==> config.mk <==
export PLATFORM = sky130hd
export DESIGN_NAME = vstp_top
export DESIGN_NICKNAME = d
export VERILOG_FILES = /design/src/logic/vstp_pkg.sv /design/src/logic/vstp_chan.sv /design/src/logic/vstp_fifo.sv /design/src/logic/vstp_top.sv
export SDC_FILE = /design/constraint.sdc
export NUM_CORES = 2
export LEC_CHECK = 0
export BUFFER_PORTS_ARGS = -buffer_cell sky130_fd_sc_hd__buf_2
export CAP_MARGIN = 20
export CORE_UTILIZATION = 55
export DETAILED_ROUTE_END_ITERATION = 12
export PLACE_DENSITY_LB_ADDON = 0.1
export SLEW_MARGIN = 10
export SYNTH_ARGS = -nofsm -noshare
export SYNTH_HDL_FRONTEND = slang
export SYNTH_SLANG_ARGS = --single-unit
==> constraint.sdc <==
create_clock -name pclk -period 7.5 [get_ports pclk]
set_clock_uncertainty 0.15 [all_clocks]
set_input_delay 0.75 -clock pclk [delete_from_list [all_inputs] [get_ports pclk]]
set_output_delay 0.75 -clock pclk [all_outputs]
set_load 0.05 [all_outputs]
==> src/logic/vstp_pkg.sv <==
/*
  Shared constants of the video sample timing and power-on reset block:
  register offsets, field positions, reset values, mode codes and timing counts.
  Assumes a 20 MHz pclk that also serves as the master sampling clock.
*/
package vstp_pkg;
  localparam int          CLK_PERIOD_NS = 50;
  localparam int          LAT_PERIODS   = 7;
  localparam int          WORD_W        = 16;
  localparam int          BYTE_W        = 8;
  localparam int          OFFS_W        = 8;
  localparam int          GAIN_W        = 9;
  localparam int          NUM_CH        = 3;
  localparam int          FIFO_DEPTH    = 16;
  // Minimum pixel periods per mode, in ns, as tenths to keep 83.3 and 41.6 exact
  localparam int          PIX3_MIN_NS10 = 1250;
  localparam int          PIX2_MIN_NS10 = 833;
  localparam int          PIX1_MIN_NS10 = 416;
  localparam int          PIX3_MIN_CYC  = (PIX3_MIN_NS10 + CLK_PERIOD_NS * 10 - 1) / (CLK_PERIOD_NS * 10);
  localparam int          PIX2_MIN_CYC  = (PIX2_MIN_NS10 + CLK_PERIOD_NS * 10 - 1) / (CLK_PERIOD_NS * 10);
  localparam int          PIX1_MIN_CYC  = (PIX1_MIN_NS10 + CLK_PERIOD_NS * 10 - 1) / (CLK_PERIOD_NS * 10);

  localparam logic [7:0]  ADDR_CTRL     = 8'h00;
  localparam logic [7:0]  ADDR_SWRESET  = 8'h04;
  localparam logic [7:0]  ADDR_OFFS0    = 8'h08;
  localparam logic [7:0]  ADDR_GAIN0    = 8'h14;
  localparam logic [7:0]  ADDR_STATUS   = 8'h20;

  localparam int          CTRL_MODE_LSB = 0;
  localparam int          CTRL_SEL_LSB  = 2;
  localparam int          CTRL_CDS_BIT  = 4;
  localparam int          CTRL_COMPAT   = 5;
  localparam int          CTRL_W        = 6;
  localparam logic [5:0]  CTRL_RST      = 6'h12;
  localparam logic [7:0]  OFFS_RST      = 8'h80;
  localparam logic [8:0]  GAIN_RST      = 9'h100;
  localparam logic [8:0]  OFFS_MID      = 9'h080;
  localparam int          OFFS_SHIFT    = 6;
  localparam int          GAIN_SHIFT    = 8;

  typedef enum logic [1:0] {
    VSTP_MONO  = 2'b00,
    VSTP_TWO   = 2'b01,
    VSTP_THREE = 2'b10
  } vstp_mode_t;

  typedef enum logic [1:0] {
    VSTP_SER_IDLE = 2'b00,
    VSTP_SER_HI   = 2'b01,
    VSTP_SER_LO   = 2'b10
  } vstp_ser_t;
endpackage

==> src/logic/vstp_chan.sv <==
/*
  One processing channel: signed offset around mid-code, then gain, both clipped.
  Assumes the sample is an unsigned 16-bit code; purely combinational.
*/
module vstp_chan
  import vstp_pkg::*;
(
  input  wire logic [WORD_W-1:0] sample,
  input  wire logic [OFFS_W-1:0] offset,
  input  wire logic [GAIN_W-1:0] gain,
  output logic [WORD_W-1:0]      result
);
  wire logic [8:0]          off_c  = {1'b0, offset} - OFFS_MID;
  wire logic signed [18:0]  pre    = $signed({3'b000, sample}) + $signed({{4{off_c[8]}}, off_c, 6'b00_0000});
  wire logic [WORD_W-1:0]   clip   = pre[18] ? 16'h0000 : (|pre[17:16] ? 16'hffff : pre[15:0]);
  wire logic [24:0]         prod   = clip * gain;
  wire logic [16:0]         scaled = prod[24:GAIN_SHIFT];

  assign result = scaled[16] ? 16'hffff : scaled[15:0];
endmodule

==> src/logic/vstp_fifo.sv <==
/*
  Flip-flop FIFO with valid/ready on both sides and a fill count.
  Assumes a single clock and an active-low asynchronous reset.
*/
module vstp_fifo #(
  parameter int W = 16,
  parameter int D = 16
) (
  input  wire logic                 pclk,
  input  wire logic                 presetn,
  input  wire logic                 clr,
  input  wire logic                 in_valid,
  output logic                      in_ready,
  input  wire logic [W-1:0]         in_data,
  output logic                      out_valid,
  input  wire logic                 out_ready,
  output logic [W-1:0]              out_data,
  output logic [$clog2(D):0]        count
);
  localparam int AW = $clog2(D);
  logic [W-1:0]  mem_q [D];
  logic [AW:0]   wp_q;
  logic [AW:0]   rp_q;
  wire           push = in_valid & in_ready;
  wire           pop  = out_valid & out_ready;

  assign count     = wp_q - rp_q;
  assign in_ready  = (count != (AW+1)'(D));
  assign out_valid = (count != '0);
  assign out_data  = mem_q[rp_q[AW-1:0]];

  always_ff @(posedge pclk or negedge presetn) begin
    if (!presetn) begin
      wp_q <= '0;
      rp_q <= '0;
    end else if (clr) begin
      wp_q <= '0;
      rp_q <= '0;
    end else begin
      if (push) wp_q <= wp_q + 1'b1;
      if (pop)  rp_q <= rp_q + 1'b1;
    end
  end

  always_ff @(posedge pclk) begin
    if (push) mem_q[wp_q[AW-1:0]] <= in_data;
  end
endmodule

==> src/logic/vstp_top.sv <==
/*
  Sampling sequencer, output latency pipeline, byte serialiser and APB control
  registers of a three-channel image-sensor digitiser, held in reset by the
  internal power-on reset.
  Assumes strobes and sample codes are synchronous to pclk, which is the master clock.
*/
// The placing of the registers and the APB interface to the registers are this design's own decisions.
// Operation
// - Video strobe high connects video capacitors
// - Reset strobe high connects reset capacitors (here only while the CDS bit of the control register is set)
// - Data out seven periods after fall
// - Power-on reset holds logic, drops writes
// - Release leaves defaults, writes accepted
// - Sixteen-bit result sent as two bytes
// - Per-channel 8-bit offset, 9-bit gain
// - Simultaneous sampling, one to three channels
// - All configuration writable by the host
// - Compat bit selects older sampling timing
// - Compat: clock twice conversion rate
module vstp_top
  import vstp_pkg::*;
#(
  parameter int LAT   = LAT_PERIODS,
  parameter int DEPTH = FIFO_DEPTH
) (
  input  wire logic              pclk,
  input  wire logic              presetn,
  input  wire logic              power_on_reset_n,
  input  wire logic              psel,
  input  wire logic              penable,
  input  wire logic              pwrite,
  input  wire logic [7:0]        paddr,
  input  wire logic [31:0]       pwdata,
  output logic [31:0]            prdata,
  output logic                   pready,
  output logic                   pslverr,
  input  wire logic              video_sample_strobe,
  input  wire logic              reset_sample_strobe,
  input  wire logic [WORD_W-1:0] red_input,
  input  wire logic [WORD_W-1:0] green_input,
  input  wire logic [WORD_W-1:0] blue_input,
  output logic                   video_cap_en,
  output logic                   reset_cap_en,
  output logic [BYTE_W-1:0]      data_out,
  output logic                   data_valid,
  output logic                   data_hi,
  input  wire logic              data_ready
);
  import vstp_pkg::*;

  logic [CTRL_W-1:0]  ctrl_q;
  logic [OFFS_W-1:0]  offs_q [NUM_CH];
  logic [GAIN_W-1:0]  gain_q [NUM_CH];
  logic               overrun_q;
  logic [31:0]        prdata_q;
  logic               pready_q, pslverr_q;
  logic               vs_q, vcap_q, rcap_q, conv_en_q, leg_rs_q;
  logic [WORD_W-1:0]  samp_q [NUM_CH];
  logic [WORD_W-1:0]  pipe_w_q [LAT][NUM_CH];
  logic [1:0]         pipe_n_q [LAT];
  logic [LAT-1:0]     pipe_v_q;
  logic [WORD_W-1:0]  pend_q [NUM_CH];
  logic [1:0]         left_q, idx_q;
  vstp_ser_t          ser_q;
  logic [WORD_W-1:0]  word_q;
  logic [BYTE_W-1:0]  dout_q;
  logic               dval_q, dhi_q;

  // Register decode
  wire                setup    = psel & ~penable;
  wire                wr_acc   = psel & penable & pready_q & pwrite;
  wire                por_n    = power_on_reset_n;
  wire                wr_ok    = wr_acc & por_n & ~pslverr_q;
  wire                hit_ctrl = (paddr == ADDR_CTRL);
  wire                hit_swr  = (paddr == ADDR_SWRESET);
  wire                hit_stat = (paddr == ADDR_STATUS);
  wire logic [7:0]    offs_rel = paddr - ADDR_OFFS0;
  wire logic [7:0]    gain_rel = paddr - ADDR_GAIN0;
  wire                hit_offs = (paddr >= ADDR_OFFS0) && (offs_rel < 8'(4 * NUM_CH)) && (paddr[1:0] == 2'b00);
  wire                hit_gain = (paddr >= ADDR_GAIN0) && (gain_rel < 8'(4 * NUM_CH)) && (paddr[1:0] == 2'b00);
  wire logic [1:0]    offs_idx = offs_rel[3:2];
  wire logic [1:0]    gain_idx = gain_rel[3:2];
  wire                mapped   = hit_ctrl | hit_swr | hit_stat | hit_offs | hit_gain;
  wire                sw_reset = wr_ok & hit_swr;
  wire                cfg_clr  = ~por_n | sw_reset;

  wire vstp_mode_t    mode     = vstp_mode_t'(ctrl_q[CTRL_MODE_LSB +: 2]);
  wire logic [1:0]    mono_sel = ctrl_q[CTRL_SEL_LSB +: 2];
  wire                cds_en   = ctrl_q[CTRL_CDS_BIT];
  wire                compat   = ctrl_q[CTRL_COMPAT];
  wire logic [$clog2(DEPTH):0] f_count;

  wire logic [31:0]   rd_mux   = hit_ctrl ? 32'(ctrl_q) :
                                 hit_offs ? 32'(offs_q[offs_idx]) :
                                 hit_gain ? 32'(gain_q[gain_idx]) :
                                 hit_stat ? 32'({overrun_q, f_count, por_n}) : 32'h0000_0000;

  always_ff @(posedge pclk or negedge presetn) begin
    if (!presetn) begin
      pready_q  <= 1'b0;
      pslverr_q <= 1'b0;
      prdata_q  <= 32'h0000_0000;
    end else begin
      pready_q  <= setup;
      pslverr_q <= setup & ~mapped;
      if (setup) prdata_q <= rd_mux;
    end
  end

  always_ff @(posedge pclk or negedge presetn) begin
    if (!presetn) begin
      ctrl_q <= CTRL_RST;
    end else if (cfg_clr) begin
      ctrl_q <= CTRL_RST;
    end else if (wr_ok && hit_ctrl) begin
      ctrl_q <= pwdata[CTRL_W-1:0];
    end
  end

  generate
    for (genvar c = 0; c < NUM_CH; c++) begin : g_cfg
      always_ff @(posedge pclk or negedge presetn) begin
        if (!presetn) begin
          offs_q[c] <= OFFS_RST;
          gain_q[c] <= GAIN_RST;
        end else if (cfg_clr) begin
          offs_q[c] <= OFFS_RST;
          gain_q[c] <= GAIN_RST;
        end else begin
          if (wr_ok && hit_offs && offs_idx == 2'(c)) offs_q[c] <= pwdata[OFFS_W-1:0];
          if (wr_ok && hit_gain && gain_idx == 2'(c)) gain_q[c] <= pwdata[GAIN_W-1:0];
        end
      end
    end
  endgenerate

  // Sampling sequencer
  wire                samp_tick = ~compat | conv_en_q;
  wire                vs_fall   = samp_tick & vs_q & ~video_sample_strobe;
  wire                rs_gate   = cds_en & reset_sample_strobe;

  always_ff @(posedge pclk or negedge presetn) begin
    if (!presetn) begin
      vs_q      <= 1'b0;
      conv_en_q <= 1'b0;
      vcap_q    <= 1'b0;
      rcap_q    <= 1'b0;
      leg_rs_q  <= 1'b0;
    end else if (!por_n) begin
      vs_q      <= 1'b0;
      conv_en_q <= 1'b0;
      vcap_q    <= 1'b0;
      rcap_q    <= 1'b0;
      leg_rs_q  <= 1'b0;
    end else begin
      conv_en_q <= compat ? ~conv_en_q : 1'b1;
      if (samp_tick) vs_q <= video_sample_strobe;
      vcap_q    <= video_sample_strobe;
      leg_rs_q  <= vs_fall & rs_gate;
      rcap_q    <= compat ? leg_rs_q : rs_gate;
    end
  end

  generate
    for (genvar c = 0; c < NUM_CH; c++) begin : g_samp
      wire logic [WORD_W-1:0] raw = (c == 0) ? red_input : (c == 1) ? green_input : blue_input;
      always_ff @(posedge pclk or negedge presetn) begin
        if (!presetn) samp_q[c] <= '0;
        else if (video_sample_strobe) samp_q[c] <= raw;
      end
    end
  endgenerate

  logic [WORD_W-1:0]  proc [NUM_CH];
  generate
    for (genvar c = 0; c < NUM_CH; c++) begin : g_chan
      vstp_chan u_chan (
        .sample (samp_q[c]),
        .offset (offs_q[c]),
        .gain   (gain_q[c]),
        .result (proc[c])
      );
    end
  endgenerate

  // Words per pixel by mode
  wire logic [1:0]    n_words = (mode == VSTP_THREE) ? 2'd3 : (mode == VSTP_TWO) ? 2'd2 : 2'd1;
  wire logic [1:0]    first   = (mode == VSTP_MONO && mono_sel < 2'(NUM_CH)) ? mono_sel : 2'd0;

  // Latency pipeline
  always_ff @(posedge pclk or negedge presetn) begin
    if (!presetn) begin
      pipe_v_q <= '0;
    end else if (!por_n) begin
      pipe_v_q <= '0;
    end else begin
      pipe_v_q <= {pipe_v_q[LAT-2:0], vs_fall};
    end
  end

  generate
    for (genvar s = 0; s < LAT; s++) begin : g_pipe
      always_ff @(posedge pclk) begin
        if (s == 0) begin
          pipe_n_q[s] <= n_words;
          for (int c = 0; c < NUM_CH; c++) pipe_w_q[s][c] <= proc[(32'(first) + c) % NUM_CH];
        end else begin
          pipe_n_q[s] <= pipe_n_q[s-1];
          pipe_w_q[s] <= pipe_w_q[s-1];
        end
      end
    end
  endgenerate

  // Word sequencer into the FIFO
  wire                pix_out  = pipe_v_q[LAT-1];
  wire                f_in_rdy;
  wire                f_push   = (left_q != 2'd0);
  wire                f_acc    = f_push & f_in_rdy;
  wire                load     = pix_out & (left_q == 2'd0);
  wire                ovr_set  = pix_out & (left_q != 2'd0);
  wire                ovr_clr  = wr_ok & hit_stat & pwdata[6];

  always_ff @(posedge pclk or negedge presetn) begin
    if (!presetn) begin
      left_q    <= 2'd0;
      idx_q     <= 2'd0;
      overrun_q <= 1'b0;
    end else if (!por_n) begin
      left_q    <= 2'd0;
      idx_q     <= 2'd0;
      overrun_q <= 1'b0;
    end else begin
      if (load) begin
        left_q <= pipe_n_q[LAT-1];
        idx_q  <= 2'd0;
      end else if (f_acc) begin
        left_q <= left_q - 2'd1;
        idx_q  <= idx_q + 2'd1;
      end
      overrun_q <= ovr_set | (overrun_q & ~ovr_clr);
    end
  end

  always_ff @(posedge pclk) begin
    if (load) pend_q <= pipe_w_q[LAT-1];
  end

  wire                f_out_valid;
  wire logic [WORD_W-1:0] f_out_data;
  wire                f_pop = (ser_q == VSTP_SER_IDLE);

  vstp_fifo #(.W(WORD_W), .D(DEPTH)) u_fifo (
    .pclk      (pclk),
    .presetn   (presetn),
    .clr       (~por_n),
    .in_valid  (f_push),
    .in_ready  (f_in_rdy),
    .in_data   (pend_q[idx_q]),
    .out_valid (f_out_valid),
    .out_ready (f_pop),
    .out_data  (f_out_data),
    .count     (f_count)
  );

  // Byte serialiser: high byte first
  always_ff @(posedge pclk or negedge presetn) begin
    if (!presetn) begin
      ser_q  <= VSTP_SER_IDLE;
      word_q <= '0;
      dout_q <= '0;
      dval_q <= 1'b0;
      dhi_q  <= 1'b0;
    end else if (!por_n) begin
      ser_q  <= VSTP_SER_IDLE;
      dval_q <= 1'b0;
      dhi_q  <= 1'b0;
    end else begin
      case (ser_q)
        VSTP_SER_IDLE: if (f_out_valid) begin
          word_q <= f_out_data;
          dout_q <= f_out_data[15:8];
          dval_q <= 1'b1;
          dhi_q  <= 1'b1;
          ser_q  <= VSTP_SER_HI;
        end
        VSTP_SER_HI: if (data_ready) begin
          dout_q <= word_q[7:0];
          dhi_q  <= 1'b0;
          ser_q  <= VSTP_SER_LO;
        end
        VSTP_SER_LO: if (data_ready) begin
          dval_q <= 1'b0;
          ser_q  <= VSTP_SER_IDLE;
        end
        default: ser_q <= VSTP_SER_IDLE;
      endcase
    end
  end

  assign prdata       = prdata_q;
  assign pready       = pready_q;
  assign pslverr      = pslverr_q;
  assign video_cap_en = vcap_q;
  assign reset_cap_en = rcap_q;
  assign data_out     = dout_q;
  assign data_valid   = dval_q;
  assign data_hi      = dhi_q;
endmodule

==> out/results.ini <==
[timing]
tightest_slew_ns = 1.176
max_slew_margin = 0.2163
layout_min_cycle_time_ns = 7.502
setup_tns_ns = -0.001583
rsz0062_at_grt = true
hold_viol = 0
finalSetupViolCount = 1
fin_ws_ns = -0.001583
max_freq_mhz = 133.3
maxSlewViolCount = 0
timing.final.crit_share = 1.000

[setup_path]
cp_max_fo = 5
cp-end-kind = register
cp_top_family = adder cells
critPathKind = reg -> reg
crit_slowest_cell = fa_1
cp_data_arrival_time_ns = 7.90
startpoint_type = register
path_buf_inv = 9
cpMostUsedCell = fa_1
required_ns = 7.90
cpPeakStageDelay_ns = 0.58

[cts]
cts_tree = done
ctsHtreeMaxLevel = 3
clk_pin_slew_ns = 0.07
cts-root-buf = clkbuf_16
numCtsBuffers = 79
cts_buffer_depth = 3
clock_latency_ns = 0.64
cts_sinks = 817

[run_status]
status = complete, but fails checks
violations = setup timing

[cells_and_area]
final_common_cell = inv_1
fin_cells = 5136
nNetsFinal = 4604
drive_gt1_frac = 0.2241
area_growth_pct = 18.74
utilization = 0.6582
final_cell_mix = inv_1 (379), nand2_1 (351), dfxtp_1 (350)
diodes = 0
fillers = 5947

[placed_design]
gp_congestion = 0.9148
io_buffers = 96
hpwl_um = 75750
dpl.cell_count = 4935

[power]
p_leak_nw = 22.40
powerDensity_mw_per_mm2 = 226.9
ir_drop_mv = 0.1970
power_mw = 11.55

[grt]
antenna_found_initial = 0
grt_pass1_wl_um = 162200
overflow = 0
grt_max_degree = 60
track_usage = 0.2657
grt_pass1_vias = 29510

[route]
final_antenna_net_count = 0
detail_route.wl_per_cell_um = 20.32
drc = 0
vias_per_cell = 5.508
dr.pass1.iters = 6
routed_wirelength_um = 104400
vias = 28290
drtIter0Drc = 1816

[synthesis]
synth_enable_flop_cells = 304
syn_area_mm2 = 0.04287
yosysSeqAreaShare = 0.4718
synthArstFlopShare = 0.1995
synth-main-ff-cell = dfxtp_1
ys_ff_latch = 817
synth.avg_cell_area_um2 = 11.67
postSynthCellCount = 3672
yosysWarnings = 0
synthDistinctLibCells = 85

[floorplanning]
dieArea_mm2 = 0.07906
dieHeight_um = 281.2
coreArea_mm2 = 0.07734
ios = 143
initial_core_util = 0.5543
fp-row-count = 102
die_x_um = 281.2

[hold_path]
hold_class = reg -> reg

[job]
max_cap_violations = 0

## logic make-up (layout without fill, tap and decap cells)
logic type / after synthesis / count (layout) / synth area share
AOI/OAI and AO/OA: 555 / 558 / 0.08438
buffers and inverters: 558 / 956 / 0.05160
muxes: 183 / 183 / 0.06766
adders and majority gates: 477 / 477 / 0.1914
DFF: 817 / 817 / 0.4718
and+or+nand+nor: 992 / 992 / 0.1147
other: 1 / 23 / 0.00008748
xor gates and xnor gates: 89 / 90 / 0.01836
## stage by stage
step	hold WS [ns]	cell area, um2	worst slack [ns]
3_5_place_dp	0.1621	46290	-0.3154
6_report	0.1428	50900	-0.001583
5_1_grt	0.1518	50900	-0.2994
2_1_floorplan	0.1596	43020	0.01730
4_1_cts	0.1449	49270	0.002420
3_3_place_gp	0.1603	46180	-0.2106
## timing repair
item | 4_1_cts | 5_1_grt
hold buffers | 1 | 0
endpoints found under the hold margin | 58 | 0
gates cloned | 0 | 13
setup buffers | 5 | 34
gates resized for setup | 50 | 238
pin swaps | 14 | 116
endpoints found under the setup margin | 48 | 48
## state kept, by name, indices dropped and copies added (netlist names), 5 cells and up
name          cells
pipe_w_q        336
u_fifo.mem_q    256
pend_q           48
samp_q           48
gain_q           27
offs_q           24
pipe_n_q         14
prdata            9
data_out          8
word_q            8
pipe_v_q          7
ctrl_q            6
u_fifo.rp_q       5
u_fifo.wp_q       5
## layout make-up
cell class / count / area, um2 / share of cell area
multi-input cells: 2323 / 21870 / 0.4297
clock buffers: 122 / 2421 / 0.04756
well taps: 1040 / 1301 / 0.02556
inverters: 388 / 1456 / 0.02861
flip-flops and latches: 817 / 20230 / 0.3975
clock inverters: 25 / 342.8 / 0.006735
repair buffers: 421 / 3274 / 0.06433
## per-layer routing
layer / GRT usage / up-vias / routed length, um
met5: 0 / - / 0
met4: 0.09682 / 0 / 3849
met3: 0.03209 / 200 / 4501
met2: 0.4751 / 724 / 53630
met1: 0.3290 / 14260 / 42390
li1: - / 13100 / -
## worst paths after layout
kind | from | to | slack (ns) | depth (start not counted)
max in group asynchronous | presetn | offs_q[4]$_DFFE_PN0P_ | 4.70 | 4
worst min-delay path | pipe_w_q[4][12]$_DFF_P_ | pipe_w_q[5][12]$_DFF_P_ | 0.14 | 0
min in group asynchronous | presetn | ser_q[1]$_DFFE_PN0P_ | 0.53 | 2
worst max register to register | offs_q[0]$_DFFE_PN0P_ | pipe_w_q[0][3]$_DFF_P_ | -0.002 | 32
worst min register to register | pipe_w_q[4][12]$_DFF_P_ | pipe_w_q[5][12]$_DFF_P_ | 0.14 | 0
worst max-delay path | offs_q[0]$_DFFE_PN0P_ | pipe_w_q[0][3]$_DFF_P_ | -0.002 | 32
## cells in the mapped netlist, drive strengths merged (45+ instances only)
library cell  instances  area, um2
o21ai               104      520.5
a21o                 60      450.4
and2                294       1839
edfxtp              304       9129
buf                  45      285.3
mux4                 80       1802
nor2                116      437.9
fa                  298       5966
mux2i                49      490.5
dfxtp               350       7007
o21a                 60      450.4
xnor2                51      454.2
nand2               360       1351
a21oi               160      804.5
nand3                99      495.5
dfrtp               155       3879
inv                 387       1453
ha                  179       2240
clkbuf              125      470.5
mux2                 54      608.1
## power breakdown
part / internal, mW / switching, mW
combinational: 0.914 / 1.24
clock: 2.34 / 1.72
sequential: 5.15 / 0.182
(Power assumes the default switching activity.)
